$ cat src/design/iplc_map.svh
// Register offsets, field positions, reset values and vector addresses of the interrupt block.
`ifndef IPLC_MAP_SVH
`define IPLC_MAP_SVH

// APB register byte offsets.
`define IPLC_OFS_STATUS   12'h000
`define IPLC_OFS_IRQ_EN   12'h004
`define IPLC_OFS_CLKSEL   12'h008
`define IPLC_OFS_VECTOR   12'h00c
`define IPLC_OFS_EVT      12'h010
`define IPLC_OFS_EVT_MASK 12'h014
`define IPLC_OFS_STACKED  12'h018

// Status word field positions.
`define IPLC_SW_C     0
`define IPLC_SW_Z     1
`define IPLC_SW_N     2
`define IPLC_SW_GIE   3
`define IPLC_SW_HALT  4
`define IPLC_SW_XOFF  5
`define IPLC_SW_DCOFF 6
`define IPLC_SW_SCDIS 7
`define IPLC_SW_V     8
`define IPLC_SW_USED  16'h01ff
`define IPLC_SW_RESET 16'h0000
`define IPLC_SW_LPCLR 16'hff07

// Enable register layout: 0 nmi, 1 osc fault, 2 access violation, 3 serial rx, 4 serial tx.
`define IPLC_EN_USED  5'h1f
`define IPLC_EN_RESET 5'h00

// Vector word addresses.
`define IPLC_VEC_RESET  16'hfffe
`define IPLC_VEC_NMI    16'hfffc
`define IPLC_VEC_WDT    16'hfff4
`define IPLC_VEC_TMR0   16'hfff2
`define IPLC_VEC_TMRX   16'hfff0
`define IPLC_VEC_RX     16'hffee
`define IPLC_VEC_TX     16'hffec
`define IPLC_VEC_ADC    16'hffea
`define IPLC_VEC_P2     16'hffe6
`define IPLC_VEC_P1     16'hffe4
`define IPLC_VEC_LOW    16'hffe0

`endif

$ cat src/design/iplc_pkg.sv
// Types shared by the interrupt priority and low-power block.
package iplc_pkg;

    // Request service state, Gray coded along idle, accept, wait return.
    typedef enum logic [1:0] {
        IPLC_IDLE   = 2'b00,
        IPLC_ACCEPT = 2'b01,
        IPLC_SERVE  = 2'b11
    } iplc_state_t;

    // Whole block state.
    typedef struct packed {
        iplc_state_t state;
        logic [15:0] sw;
        logic [15:0] stacked;
        logic [4:0]  irq_en;
        logic [1:0]  clksel;
        logic [15:0] vector;
        logic        reset_req;
        logic [1:0]  evt;
        logic [1:0]  evt_mask;
        logic [31:0] prdata;
        logic        pready;
        logic        irq;
        logic        take;
        logic        mclk_run;
        logic        periph_sub_clock_run;
        logic        dcgen_run;
        logic        dco_run;
        logic        xtal_run;
    } iplc_regs_t;

endpackage
$ cat src/design/iplc_ctrl.sv
// Fixed-priority interrupt vectoring with low-power clock gating controls.
`include "iplc_map.svh"
`timescale 1ns/1ps
`default_nettype none

module iplc_ctrl (
    // Clock and reset.
    input  wire logic        i_mclk,
    input  wire logic        i_rst,
    // APB slave.
    input  wire logic        i_psel,
    input  wire logic        i_penable,
    input  wire logic        i_pwrite,
    input  wire logic [11:0] i_paddr,
    input  wire logic [31:0] i_pwdata,
    output logic      [31:0] o_prdata,
    output logic             o_pready,
    output logic             o_pslverr,
    // Request inputs from modules, same clock.
    input  wire logic        i_reset_src,
    input  wire logic        i_ext_nmi_flag,
    input  wire logic        i_osc_fault_flag,
    input  wire logic        i_flash_access_violation_flag,
    input  wire logic        i_watchdog_flag,
    input  wire logic        i_timer_ch0_flag,
    input  wire logic        i_timer_ch1_flag,
    input  wire logic        i_timer_ch2_flag,
    input  wire logic        i_timer_overflow_flag,
    input  wire logic        i_serial_rx_flag,
    input  wire logic        i_serial_tx_flag,
    input  wire logic        i_converter_done_flag,
    input  wire logic [7:0]  i_port2_pin_flags,
    input  wire logic [7:0]  i_port1_pin_flags,
    // Processor core handshake.
    input  wire logic        i_return_from_interrupt,
    // Vector and clock gating outputs.
    output logic             o_irq_take,
    output logic      [15:0] o_vector,
    output logic             o_mclk_run,
    output logic             o_periph_sub_clock_run,
    output logic             o_dc_gen_run,
    output logic             o_digital_osc_clock_run,
    output logic             o_low_freq_crystal_osc_run,
    // Interrupt to the system.
    output logic             o_irq
);

    iplc_pkg::iplc_regs_t r_reg;
    iplc_pkg::iplc_regs_t r_next;

    logic        wr;
    logic        rd;
    logic        nmi_req;
    logic        maskable_ok;
    logic        pend;
    logic [15:0] vec;
    logic        is_reset;
    logic [15:0] sw_eff;
    logic        sel_main_dco;
    logic        sel_main_xtal;
    logic        sel_sub_dco;

    // Bus decode: access phase completes at once, so the slave answers in the
    // same cycle penable rises.
    assign wr = i_psel && i_penable && i_pwrite;
    assign rd = i_psel && !i_penable && !i_pwrite;

    // Non-maskable group gated only by its own enables, never by GLOBAL_IRQ_ENABLE.
    assign nmi_req = (i_ext_nmi_flag && r_reg.irq_en[0]) ||
                     (i_osc_fault_flag && r_reg.irq_en[1]) ||
                     (i_flash_access_violation_flag && r_reg.irq_en[2]);
    assign maskable_ok = r_reg.sw[`IPLC_SW_GIE];

    // Fixed priority encoder, highest number first.
    always_comb begin
        pend     = 1'b1;
        is_reset = 1'b0;
        if (i_reset_src) begin
            vec      = `IPLC_VEC_RESET;
            is_reset = 1'b1;
        end else if (nmi_req) begin
            vec = `IPLC_VEC_NMI;
        end else if (maskable_ok && i_watchdog_flag) begin
            vec = `IPLC_VEC_WDT;
        end else if (maskable_ok && i_timer_ch0_flag) begin
            vec = `IPLC_VEC_TMR0;
        end else if (maskable_ok && (i_timer_ch1_flag || i_timer_ch2_flag ||
                                     i_timer_overflow_flag)) begin
            vec = `IPLC_VEC_TMRX;
        end else if (maskable_ok && i_serial_rx_flag && r_reg.irq_en[3]) begin
            vec = `IPLC_VEC_RX;
        end else if (maskable_ok && i_serial_tx_flag && r_reg.irq_en[4]) begin
            vec = `IPLC_VEC_TX;
        end else if (maskable_ok && i_converter_done_flag) begin
            vec = `IPLC_VEC_ADC;
        end else if (maskable_ok && (|i_port2_pin_flags)) begin
            vec = `IPLC_VEC_P2;
        end else if (maskable_ok && (|i_port1_pin_flags)) begin
            vec = `IPLC_VEC_P1;
        end else begin
            vec  = `IPLC_VEC_LOW;
            pend = 1'b0;
        end
    end

    // Clock gating from the status word, with source selection overriding
    // the off requests for oscillators still in use.
    always_comb begin
        sw_eff        = r_next.sw;
        sel_main_dco  = !r_reg.clksel[1];
        sel_main_xtal = r_reg.clksel[1];
        sel_sub_dco   = !r_reg.clksel[0];
    end

    // Next-state logic for the whole block.
    always_comb begin
        r_next        = r_reg;
        r_next.take   = 1'b0;
        r_next.pready = 1'b0;
        r_next.prdata = 32'h0000_0000;

        // Register writes; unassigned bits are never stored.
        if (wr) begin
            unique case (i_paddr)
                `IPLC_OFS_STATUS:   r_next.sw = i_pwdata[15:0] & `IPLC_SW_USED;
                `IPLC_OFS_IRQ_EN:   r_next.irq_en = i_pwdata[4:0] & `IPLC_EN_USED;
                `IPLC_OFS_CLKSEL:   r_next.clksel = i_pwdata[1:0];
                `IPLC_OFS_EVT_MASK: r_next.evt_mask = i_pwdata[1:0];
                `IPLC_OFS_STACKED:  r_next.stacked = i_pwdata[15:0] & `IPLC_SW_USED;
                default: ;
            endcase
        end

        // Sticky event clear by writing ones.
        if (wr && i_paddr == `IPLC_OFS_EVT) begin
            r_next.evt = r_reg.evt & ~i_pwdata[1:0];
        end

        // Service sequencing.
        unique case (r_reg.state)
            iplc_pkg::IPLC_IDLE: begin
                if (pend) begin
                    r_next.state = iplc_pkg::IPLC_ACCEPT;
                end
            end
            iplc_pkg::IPLC_ACCEPT: begin
                if (!pend) begin
                    // The request vanished, for example a reset source cleared by
                    // its handler; taking now would hand out an empty vector.
                    r_next.state = iplc_pkg::IPLC_IDLE;
                end else begin
                    // Save the status word, then run the handler at full clock.
                    r_next.stacked = r_reg.sw;
                    r_next.sw      = r_reg.sw & `IPLC_SW_LPCLR;
                    r_next.sw[`IPLC_SW_GIE] = 1'b0;
                    r_next.vector  = vec;
                    r_next.reset_req = is_reset;
                    r_next.take    = 1'b1;
                    r_next.state   = iplc_pkg::IPLC_SERVE;
                    if (is_reset) begin
                        r_next.sw    = `IPLC_SW_RESET;
                        r_next.state = iplc_pkg::IPLC_IDLE;
                    end
                end
            end
            iplc_pkg::IPLC_SERVE: begin
                if (i_return_from_interrupt) begin
                    r_next.sw    = r_reg.stacked;
                    r_next.state = iplc_pkg::IPLC_IDLE;
                end
            end
            default: r_next.state = iplc_pkg::IPLC_IDLE;
        endcase

        // Events set wins over a same-cycle clear.
        if (r_next.take) begin
            r_next.evt[0] = 1'b1;
        end
        if (r_reg.state == iplc_pkg::IPLC_SERVE && i_return_from_interrupt) begin
            r_next.evt[1] = 1'b1;
        end
        r_next.irq = |(r_next.evt & r_next.evt_mask);

        // Clock gating from the upcoming status word.
        r_next.mclk_run  = !sw_eff[`IPLC_SW_HALT];
        r_next.periph_sub_clock_run = !sw_eff[`IPLC_SW_SCDIS];
        r_next.dco_run   = sel_main_dco;
        r_next.dcgen_run = !sw_eff[`IPLC_SW_DCOFF] ||
                           (!sw_eff[`IPLC_SW_HALT] && sel_main_dco) ||
                           (!sw_eff[`IPLC_SW_SCDIS] && sel_sub_dco);
        r_next.xtal_run  = !sw_eff[`IPLC_SW_XOFF] ||
                           (!sw_eff[`IPLC_SW_HALT] && sel_main_xtal) ||
                           (!sw_eff[`IPLC_SW_SCDIS] && !sel_sub_dco);

        // Read data prepared in setup, presented with pready in access.
        if (rd) begin
            r_next.pready = 1'b1;
            unique case (i_paddr)
                `IPLC_OFS_STATUS:   r_next.prdata = {16'h0000, r_reg.sw};
                `IPLC_OFS_IRQ_EN:   r_next.prdata = {27'h0000000, r_reg.irq_en};
                `IPLC_OFS_CLKSEL:   r_next.prdata = {30'h00000000, r_reg.clksel};
                `IPLC_OFS_VECTOR:   r_next.prdata = {15'h0000, r_reg.reset_req, r_reg.vector};
                `IPLC_OFS_EVT:      r_next.prdata = {30'h00000000, r_reg.evt};
                `IPLC_OFS_EVT_MASK: r_next.prdata = {30'h00000000, r_reg.evt_mask};
                `IPLC_OFS_STACKED:  r_next.prdata = {16'h0000, r_reg.stacked};
                default:            r_next.prdata = 32'h0000_0000;
            endcase
        end else if (i_psel && !i_penable) begin
            r_next.pready = 1'b1;
        end
    end

    // State register with synchronous reset.
    always_ff @(posedge i_mclk) begin
        if (i_rst) begin
            r_reg           <= '0;
            r_reg.state     <= iplc_pkg::IPLC_IDLE;
            r_reg.sw        <= `IPLC_SW_RESET;
            r_reg.irq_en    <= `IPLC_EN_RESET;
            r_reg.vector    <= `IPLC_VEC_RESET;
            r_reg.mclk_run  <= 1'b1;
            r_reg.periph_sub_clock_run <= 1'b1;
            r_reg.dcgen_run <= 1'b1;
            r_reg.dco_run   <= 1'b1;
            r_reg.xtal_run  <= 1'b1;
        end else begin
            r_reg <= r_next;
        end
    end

    // Outputs straight from flip-flops, except o_pslverr, which is tied low.
    assign o_prdata                   = r_reg.prdata;
    assign o_pready                   = r_reg.pready;
    assign o_pslverr                  = 1'b0;
    assign o_irq_take                 = r_reg.take;
    assign o_vector                   = r_reg.vector;
    assign o_mclk_run                 = r_reg.mclk_run;
    assign o_periph_sub_clock_run     = r_reg.periph_sub_clock_run;
    assign o_dc_gen_run               = r_reg.dcgen_run;
    assign o_digital_osc_clock_run    = r_reg.dco_run;
    assign o_low_freq_crystal_osc_run = r_reg.xtal_run;
    assign o_irq                      = r_reg.irq;

endmodule

`default_nettype wire

$ cat config.mk
export PLATFORM = sky130hd
export DESIGN_NAME = iplc_ctrl
export DESIGN_NICKNAME = d
export VERILOG_FILES = /design/src/design/iplc_pkg.sv /design/src/design/iplc_ctrl.sv
export VERILOG_INCLUDE_DIRS = /design/src /design/src/design
export SDC_FILE = /design/constraint.sdc
export NUM_CORES = 1
export LEC_CHECK = 0
export ABC_AREA = 1
export BUFFER_PORTS_ARGS = -buffer_cell sky130_fd_sc_hd__buf_4
export CORE_ASPECT_RATIO = 1.2
export CORE_MARGIN = 3
export CORE_UTILIZATION = 33
export CTS_BUF_LIST = sky130_fd_sc_hd__clkbuf_4
export DETAILED_ROUTE_END_ITERATION = 8
export GPL_ROUTABILITY_DRIVEN = 0
export PLACE_DENSITY = 0.64
export SLEW_MARGIN = 20
export SYNTH_ARGS = -nofsm -noshare
export SYNTH_HDL_FRONTEND = slang
export SYNTH_SLANG_ARGS = --single-unit
$ cat constraint.sdc
create_clock -name i_mclk -period 3.34 [get_ports i_mclk]
set_input_delay 0.668 -clock i_mclk [delete_from_list [all_inputs] [get_ports i_mclk]]
set_output_delay 0.668 -clock i_mclk [all_outputs]
set_load 0.1 [all_outputs]
# Yosys cells after proc, flatten, opt, wreduce, memory -nomap -nowiden
# Cells that the tools add are included.
# op_classes
n_bitwise	4
n_eq_ne	11
reduce_logical	49
n_mux	44
# ops
cell	count
case mux 17 bit (7 select lines)	1
two-way mux 16 bit	4
two-way mux 39 bit	1
equality test 12 x 5 -> 1 bit, second input constant	3
two-way mux 18 bit	2
two-way mux 32 bit	1
case mux 16 bit (2 select lines)	1
two-way mux 5 bit	5
equality test 12 x 4 -> 1 bit, second input constant	2
logical AND 1 bit	23
two-way mux 1 bit	17
OR reduction 8 bit	2
equality test 12 x 3 -> 1 bit, second input constant	1
logical NOT 12 bit	1
two-way mux 2 bit	6
two-way mux 4 bit	3
logical NOT 1 bit	8
logical OR 1 bit	8
AND reduction 2 bit	4
two-way mux 3 bit	2
case mux 2 bit (3 select lines)	1
bitwise AND 2 bit	2
inequality test 2 bit, second input constant	2
OR reduction 2 bit	2
other kinds (6)	6
# totals
out_inout_bits	57
word_cells	127
input_bits	78
reg_bits	102

# Logic depth before layout (Yosys ltp)
# Gate-level depths: netlist of run 1.
# depth
depth_word	18
depth_mapped	12
depth_no_buf	12

# Worst setup path before layout of run 1
# Ideal clock, no wire load.
# synth_path
kind	input port to flip-flop
startpoint	input port i_paddr[5]
endpoint	register r_reg (netlist bit o_dc_gen_run)
arrival_ns	1.670
path_slack_ns	1.546
cell_stages	11
t_required_ns	3.217
path_buffers	1
path_cell_list	nor2_2 nand2_2 inv_2 nand2_4 nor2_8 nand3_4 buf_6 o21ai_2 nand2_1 nand3_1 nand3_1
# synth_between
elab_chain_cells	9
# synth_rtl
element	line_no	text
start, declared	iplc_ctrl.sv:14	input wire logic [11:0] i_paddr,
logical NOT 12 bit (*)	iplc_ctrl.sv:124	unique case (i_paddr)
two-way mux 16 bit (*)	iplc_ctrl.sv:124	
two-way mux 39 bit (*)	iplc_ctrl.sv:123	if (wr) begin
two-way mux 18 bit or two-way mux 32 bit (tied branches)	iplc_ctrl.sv:167, iplc_ctrl.sv:147	
case mux 16 bit (2 select lines) (*)	iplc_ctrl.sv:140	unique case (r_reg.state)
logical NOT 1 bit	iplc_ctrl.sv:189	(!sw_eff[`IPLC_SW_HALT] && sel_main_dco) ||
logical AND 1 bit	iplc_ctrl.sv:189	
logical OR 1 bit	iplc_ctrl.sv:188	r_next.dcgen_run = !sw_eff[`IPLC_SW_DCOFF] ||
logical OR 1 bit (*)	iplc_ctrl.sv:188	
end signal, assigned	iplc_ctrl.sv:227	r_reg <= r_next;
end, declared	iplc_ctrl.sv:48	iplc_pkg::iplc_regs_t r_reg;
# Every way passes the cells marked *; elsewhere a longest branch is shown, timed or not. The select of a mux whose other input is x is not followed.
# A chain may end at the register's enable or synchronous reset.

# Worst setup path in the final report of run 1
# layout_path
startpoint	input port i_paddr[11]
endpoint	register r_reg (netlist bit o_prdata[1])
# layout_between
elab_chain_cells	2
# layout_rtl
element	line_no	text
equality test 12 x 5 -> 1 bit (tied with other cells)	iplc_ctrl.sv:198	unique case (i_paddr)
case mux 17 bit (7 select lines) (*)	iplc_ctrl.sv:198	
# Every way passes the cells marked *; elsewhere a longest branch is shown, timed or not.

==> results.md, run 1 <==
- Class of the worst hold path: in -> reg
- Worst-Skew Late Latency: 0.44 ns
- Worst setup SP type: input port
- Crit path from: i_paddr[11]
- Arrival time at the worst endpoint: 2.46 ns
- CP cell instances: buf_4 > nor2_1 > nand3_2 > inv_2 > nand3_2 > nor2_4 > nand2_1 > o21ai_0 > nor2_1 > a21oi_1
- Nets: ~690
- Netlist cell types: 35
- Flops & latches, synth: 75
- Req. time, crit path: 3.70 ns
- Starting density of the core: 34.35%
- CTS Root Cell: clkbuf_4
- Worst setup path category: in -> reg
- Yosys warnings: 0
- Largest register FFs: 45
- Largest net degree at the start of global routing: 24
- Critical path capture point type: flip-flop
- Area of the multi-input gates: 0.001921 mm²
- Worst relative slew slack: 42.15%
- Synth Instances: 558
- DIE WIDTH: 107.1 µm
- Clock skew: 0.01367 ns
- Synthesized area per cell: 7.254 µm²
- FMAX: approximately 0.47 GHz
- Min cycle time layout: 2.107 ns
- Core Util, Final: 38.82%
- Number of max-cap violations: 0
- Fin crit share: 63.09%
- Area growth from synthesis to layout: 13.01%
- Inserted Clock Buffers: 9
- RR Endpoint: r_reg[100]
- GRT Total Usage: between 10% and 20%
- FF/Latch Area: 0.001501 mm²
- Post-CTS Repair Setup Buffers: 0
- Final setup TNS: 0 ns
- CTS tree: yes
- Vias/cell: 4.885
- HPWL after DPL: 7.841 mm
- Fin. max-slew vios: 0
- Iter 0 DRT Violations: 218
- Sequential cell area fraction in the yosys report: 37.09%
- Dpl cells: about 760
- Max incr delay on CP: approximately 0.46 ns
- Initial antenna violation count: 0
- Crit path to: o_prdata[1]
- Drc violations: 0
- RSZ-0062 raised after global routing: false
- Reg2reg setup slack: 1.30 ns
- Post-Layout Cell Count: 771
- Wire per inst: 14.29 µm
- Commonest non-fill, non-tap cell in the layout: nand2_1
- P_leak: 0.001937 µW
- Die height: 127.3 µm
- Crit Path Max Fanout: 22
- Layout filler cell count: 1,250
- First-pass GRT wire length: 17.88 mm
- WHS: 0.3992 ns
- GR Overflow Total: 0
- DRT Pass-1 Iters: 5
- Final hold vios: 0
- # setup viols final: 0
- PortBufs: between 80 and 90
- Vias in the first global route: roughly 3.7k
- Reg-to-Reg Start: maskable_ok
- Outcome: completed
- Slowest-stage cell, CP: nor2_4
- Pwr/cell area: 360.6 mW/mm²
- R2r worst-path depth: 9
- Cts repair resizes: 0
- Final WL: between 10 and 15 mm
- Via total after detailed routing: 3,766
- Layout cells sized above 1: between 20% and 30%
- Num ports: 135
- Maximum level of the CTS H-tree: 3
- Clk sink count: 75
- VDD IR max: 141.3 µV
- Least-Margin Pin Slew: about 0.87 ns
- Post-CTS Hold Buffers: 0
- Core ar.: around 0.012 mm²
- Cell Area, Synth: 0.004048 mm²
- Most frequent cells in the layout: nand2_1 (112), buf_4 (87), dfxtp_1 (75)
- Die area: between 0.01 and 0.015 mm²
- Clk slew on worst S/H paths: 0.11 ns
- Routed Antenna Nets: 0
- Max Root-Sink Buffers: 2
- Row cnt: 43
[final cells by class]
cell class / count / area share [%]
diodes: 1 / 0.05470
clock buffers: 12 / 1.969
clock inverters: 1 / 0.08206
inverters: 55 / 4.513
multi-input cells: 383 / 41.99
flip-flops and latches: 75 / 32.82
well taps: 157 / 4.294
repair buffers: 87 / 14.28
[cells in the mapped netlist, drive strengths merged]
cell type | count | area (µm²)
a21oi | 61 | 316.6
nand2 | 119 | 479.2
nand4 | 9 | 81.33
nor3 | 7 | 45.04
o22ai | 2 | 12.51
dfxtp | 75 | 1501
nor4 | 3 | 18.77
a211oi | 3 | 27.52
a31oi | 3 | 18.77
inv | 55 | 206.5
conb | 2 | 7.510
o32ai | 1 | 8.760
nor2 | 37 | 195.2
a21boi | 2 | 15.02
o21ai | 54 | 281.5
nand3 | 54 | 315.3
buf | 66 | 498.0
clkbuf | 5 | 18.77
[worst min-delay path by stage]
stage / start / to / cells past startpoint
2_1_floorplan: r_reg[62] / o_digital_osc_clock_run / 1
3_3_place_gp: r_reg[62] / o_digital_osc_clock_run / 1
3_5_place_dp: r_reg[62] / o_digital_osc_clock_run / 1
4_1_cts: i_penable / o_pready / 2
5_1_grt: i_penable / o_pready / 2
6_report: i_penable / o_pready / 2
[cells by family (layout without fill, tap and decap cells)]
logic type	after synthesis	in the layout	synth area share [%]
simple gates	229	229	28.04
compound gates	126	126	16.82
buf+inv	126	155	17.87
flops	75	75	37.09
other cells	2	29	0.1855
[metal layers]
layer	GRT usage, %	vias to the layer above	wire (µm)	part of all wire (%)
li1	-	1861	-	-
met1	18.70	1723	4373	40
met2	29.36	158	5582	51
met3	3.941	24	786	7.1
met4	6.396	0	274	2.5
met5	0	-	0	0
[worst max-delay path, delay by kind of cell]
kind | cells | cell delay, ns
AO/OA/AOI/OAI | 2 | 0.24
AND/OR/NAND/NOR | 6 | 1.07
buffers and inverters | 2 | 0.49
[report_power, final]
group          leakage (µW)  switching, µW  internal (µW)
Combinational       0.00127            228           59.8
Sequential         0.000605           3.07            899
Clock             0.0000568            295            165
Total               0.00194            527           1120
[metrics by stage]
| stage | total power, µW | worst slack (ns) | cell area [µm²] |
|---|---|---|---|
| final | 1650 | 1.233 | 4574 |
| after global routing | 1709 | 1.060 | 4572 |
| after CTS | 1663 | 1.243 | 4572 |
| after detailed placement | 1210 | 0.7775 | 4478 |
| after global placement | 1208 | 0.7834 | 4478 |
| after floorplan | 1163 | 1.546 | 4145 |
No activity file was read; power rests on OpenSTA's default activity.
==> run 2: changes to the inputs <==
==> constraint.sdc (replaced) <==
create_clock -name i_mclk -period 2.04 [get_ports i_mclk]
set_input_delay 0.408 -clock i_mclk [delete_from_list [all_inputs] [get_ports i_mclk]]
set_output_delay 0.408 -clock i_mclk [all_outputs]
set_load 0.1 [all_outputs]
==> run 2 against run 1 <==
Net effect:
- clock power rose by 63%
- sequential share of layout area fell by 1.2 points
- global-route usage rose by 0.14 points
- critical endpoint is now r_reg[80]
- largest power group unchanged
- highest routed layer unchanged
==> results.md, run 2 (synthesis results as in run 1) <==
- Req. time, crit path: 2.41 ns (was 3.70 ns)
- GR Overflow Total: 0 (unchanged)
- Max Root-Sink Buffers: 2 (unchanged)
- Arrival time at the worst endpoint: 2.19 ns (was 2.46 ns)
- Layout cells sized above 1: 25.00% (was 22.84%)
- Final setup TNS: 0 ns (unchanged)
- FMAX: 0.5499 GHz
- HPWL after DPL: 8.417 mm (was 7.841 mm)
- Core ar.: 0.01178 mm² (unchanged)
- Number of max-cap violations: 0 (unchanged)
- Area growth from synthesis to layout: 17.43% (was 13.01%)
- Vias/cell: 4.846 (was 4.885)
- Pwr/cell area: 570.2 mW/mm² (was 360.6 mW/mm²)
- DIE WIDTH: 107.1 µm (unchanged)
- P_leak: 0.002040 µW (was 0.001937 µW)
- Post-Layout Cell Count: 790 (was 771)
- Commonest non-fill, non-tap cell in the layout: nand2_1 (unchanged)
- CTS tree: yes (unchanged)
- Num ports: 135 (unchanged)
- Final WL: 11.16 mm (was 11.02 mm)
- Drc violations: 0 (unchanged)
- Worst-Skew Late Latency: 0.44 ns (about the same)
- Layout filler cell count: 1,235 (was 1,250)
- Vias in the first global route: 3,778 (was 3,749)
- Cts repair resizes: 0 (unchanged)
- VDD IR max: 227.1 µV (was 141.3 µV)
- Maximum level of the CTS H-tree: 3 (unchanged)
- Crit Path Max Fanout: 11 (was 22)
- Clk slew on worst S/H paths: 0.12 ns (was 0.11 ns)
- Fin. max-slew vios: 0 (unchanged)
- Largest register FFs: 45 (unchanged)
- PortBufs: 83 (unchanged)
- Critical path capture point type: flip-flop (unchanged)
- First-pass GRT wire length: 18.04 mm (was 17.88 mm)
- DRT Pass-1 Iters: 5 (unchanged)
- Min cycle time layout: 1.819 ns
- Least-Margin Pin Slew: 0.5156 ns (was 0.8677 ns)
- Via total after detailed routing: 3,828 (was 3,766)
- Routed Antenna Nets: 0 (unchanged)
- Die height: 127.3 µm (unchanged)
- Wire per inst: 14.12 µm (was 14.29 µm)
- Initial antenna violation count: 1 (was 0)
- GRT Total Usage: 16.56% (was 16.42%)
- Worst relative slew slack: 65.50% (was 42.15%)
- # setup viols final: 0 (unchanged)
- Class of the worst hold path: in -> reg (unchanged)
- CTS Root Cell: clkbuf_4 (unchanged)
- Inserted Clock Buffers: 9 (unchanged)
- Worst setup path category: reg -> reg (was in -> reg)
- Worst setup SP type: flip-flop (was input port)
- Row cnt: 43 (unchanged)
- Outcome: completed (unchanged)
- Tot Pwr: 2710 µW (was 1650 µW)
- Fin crit share: just under 90%
- Clk sink count: 75 (unchanged)
- Nets: 705 (was 689)
- Final hold vios: 0 (unchanged)
- Post-CTS Repair Setup Buffers: 0 (unchanged)
- Pre-CTS WS: 0.1135 ns (was 0.7775 ns)
- Most frequent cells in the layout: nand2_1 (112), buf_4 (99), dfxtp_1 (75) (was nand2_1 (112), buf_4 (87), dfxtp_1 (75))
- Iter 0 DRT Violations: 278 (was 218)
- RSZ-0062 raised after global routing: false (unchanged)
- Post-CTS Hold Buffers: 0 (unchanged)
- Clock skew: 0.01685 ns (was 0.01367 ns)
- Largest net degree at the start of global routing: 24 (unchanged)
- Starting density of the core: 34.35% (unchanged)
- Post-route cell area: 0.004753 mm² (was 0.004574 mm²)
- Post-route setup slack: 0.2214 ns (was 1.233 ns)
- Dpl cells: 773 (was 757)
- Placed cell area: 0.004648 mm² (was 0.004478 mm²)
- Die area: 0.01364 mm² (unchanged)
run 2: final timing paths:
| kind | start | to | slack (ns) | depth (start not counted) |
|---|---|---|---|---|
| setup / recovery | maskable_ok | r_reg[80] | 0.22 | 9 |
| hold / removal | i_penable | o_pready | 0.13 | 2 |
| setup reg to reg | maskable_ok | r_reg[80] | 0.22 | 9 |
| hold reg to reg | r_reg[62] | o_digital_osc_clock_run | 0.47 | 1 |
run 2: layer usage:
layer  vias up  share of wire (%)  GRT usage [%]
li1       1897                  -              -
met1      1745                 39          19.40
met2       164                 51          29.06
met3        22                7.2          2.223
met4         0                2.6          8.879
met5         -                  0              0
run 2: worst max-delay path, stage by stage (launching register included):
cell,delay (ns)
dfxtp_1,0.59
nand3_1,0.19
nand2_1,0.12
a21oi_2,0.07
nand4_2,0.16
nand2_4,0.12
nor2_4,0.16
buf_4,0.20
nand2_1,0.06
o21ai_1,0.08
run 2: layout make-up:
type / instances / area [µm²] / area share (%)
Clock buffer: 9 / 67.56 / 1.421
Timing Repair Buffer: 103 / 823.3 / 17.32
Tap cell: 157 / 196.4 / 4.133
Antenna cell: 1 / 2.502 / 0.05265
Clock inverter: 7 / 35.03 / 0.7370
Sequential cell: 75 / 1501 / 31.59
Multi-Input combinational cell: 383 / 1921 / 40.41
Inverter: 55 / 206.4 / 4.343
run 2: per-stage QoR:
| stage | hold slack (ns) | util [%] |
|---|---|---|
| floorplan | 0.3929 | - |
| global placement | 0.4377 | 39.45 |
| detailed placement | 0.4380 | 39.45 |
| CTS | 0.1121 | 40.32 |
| global route | 0.1249 | 40.34 |
| finish | 0.1298 | 40.34 |
run 2: power by group:
part | internal [µW] | switching (µW)
clock | 233 | 516
combinational | 108 | 376
sequential | 1470 | 5.30
total | 1810 | 897
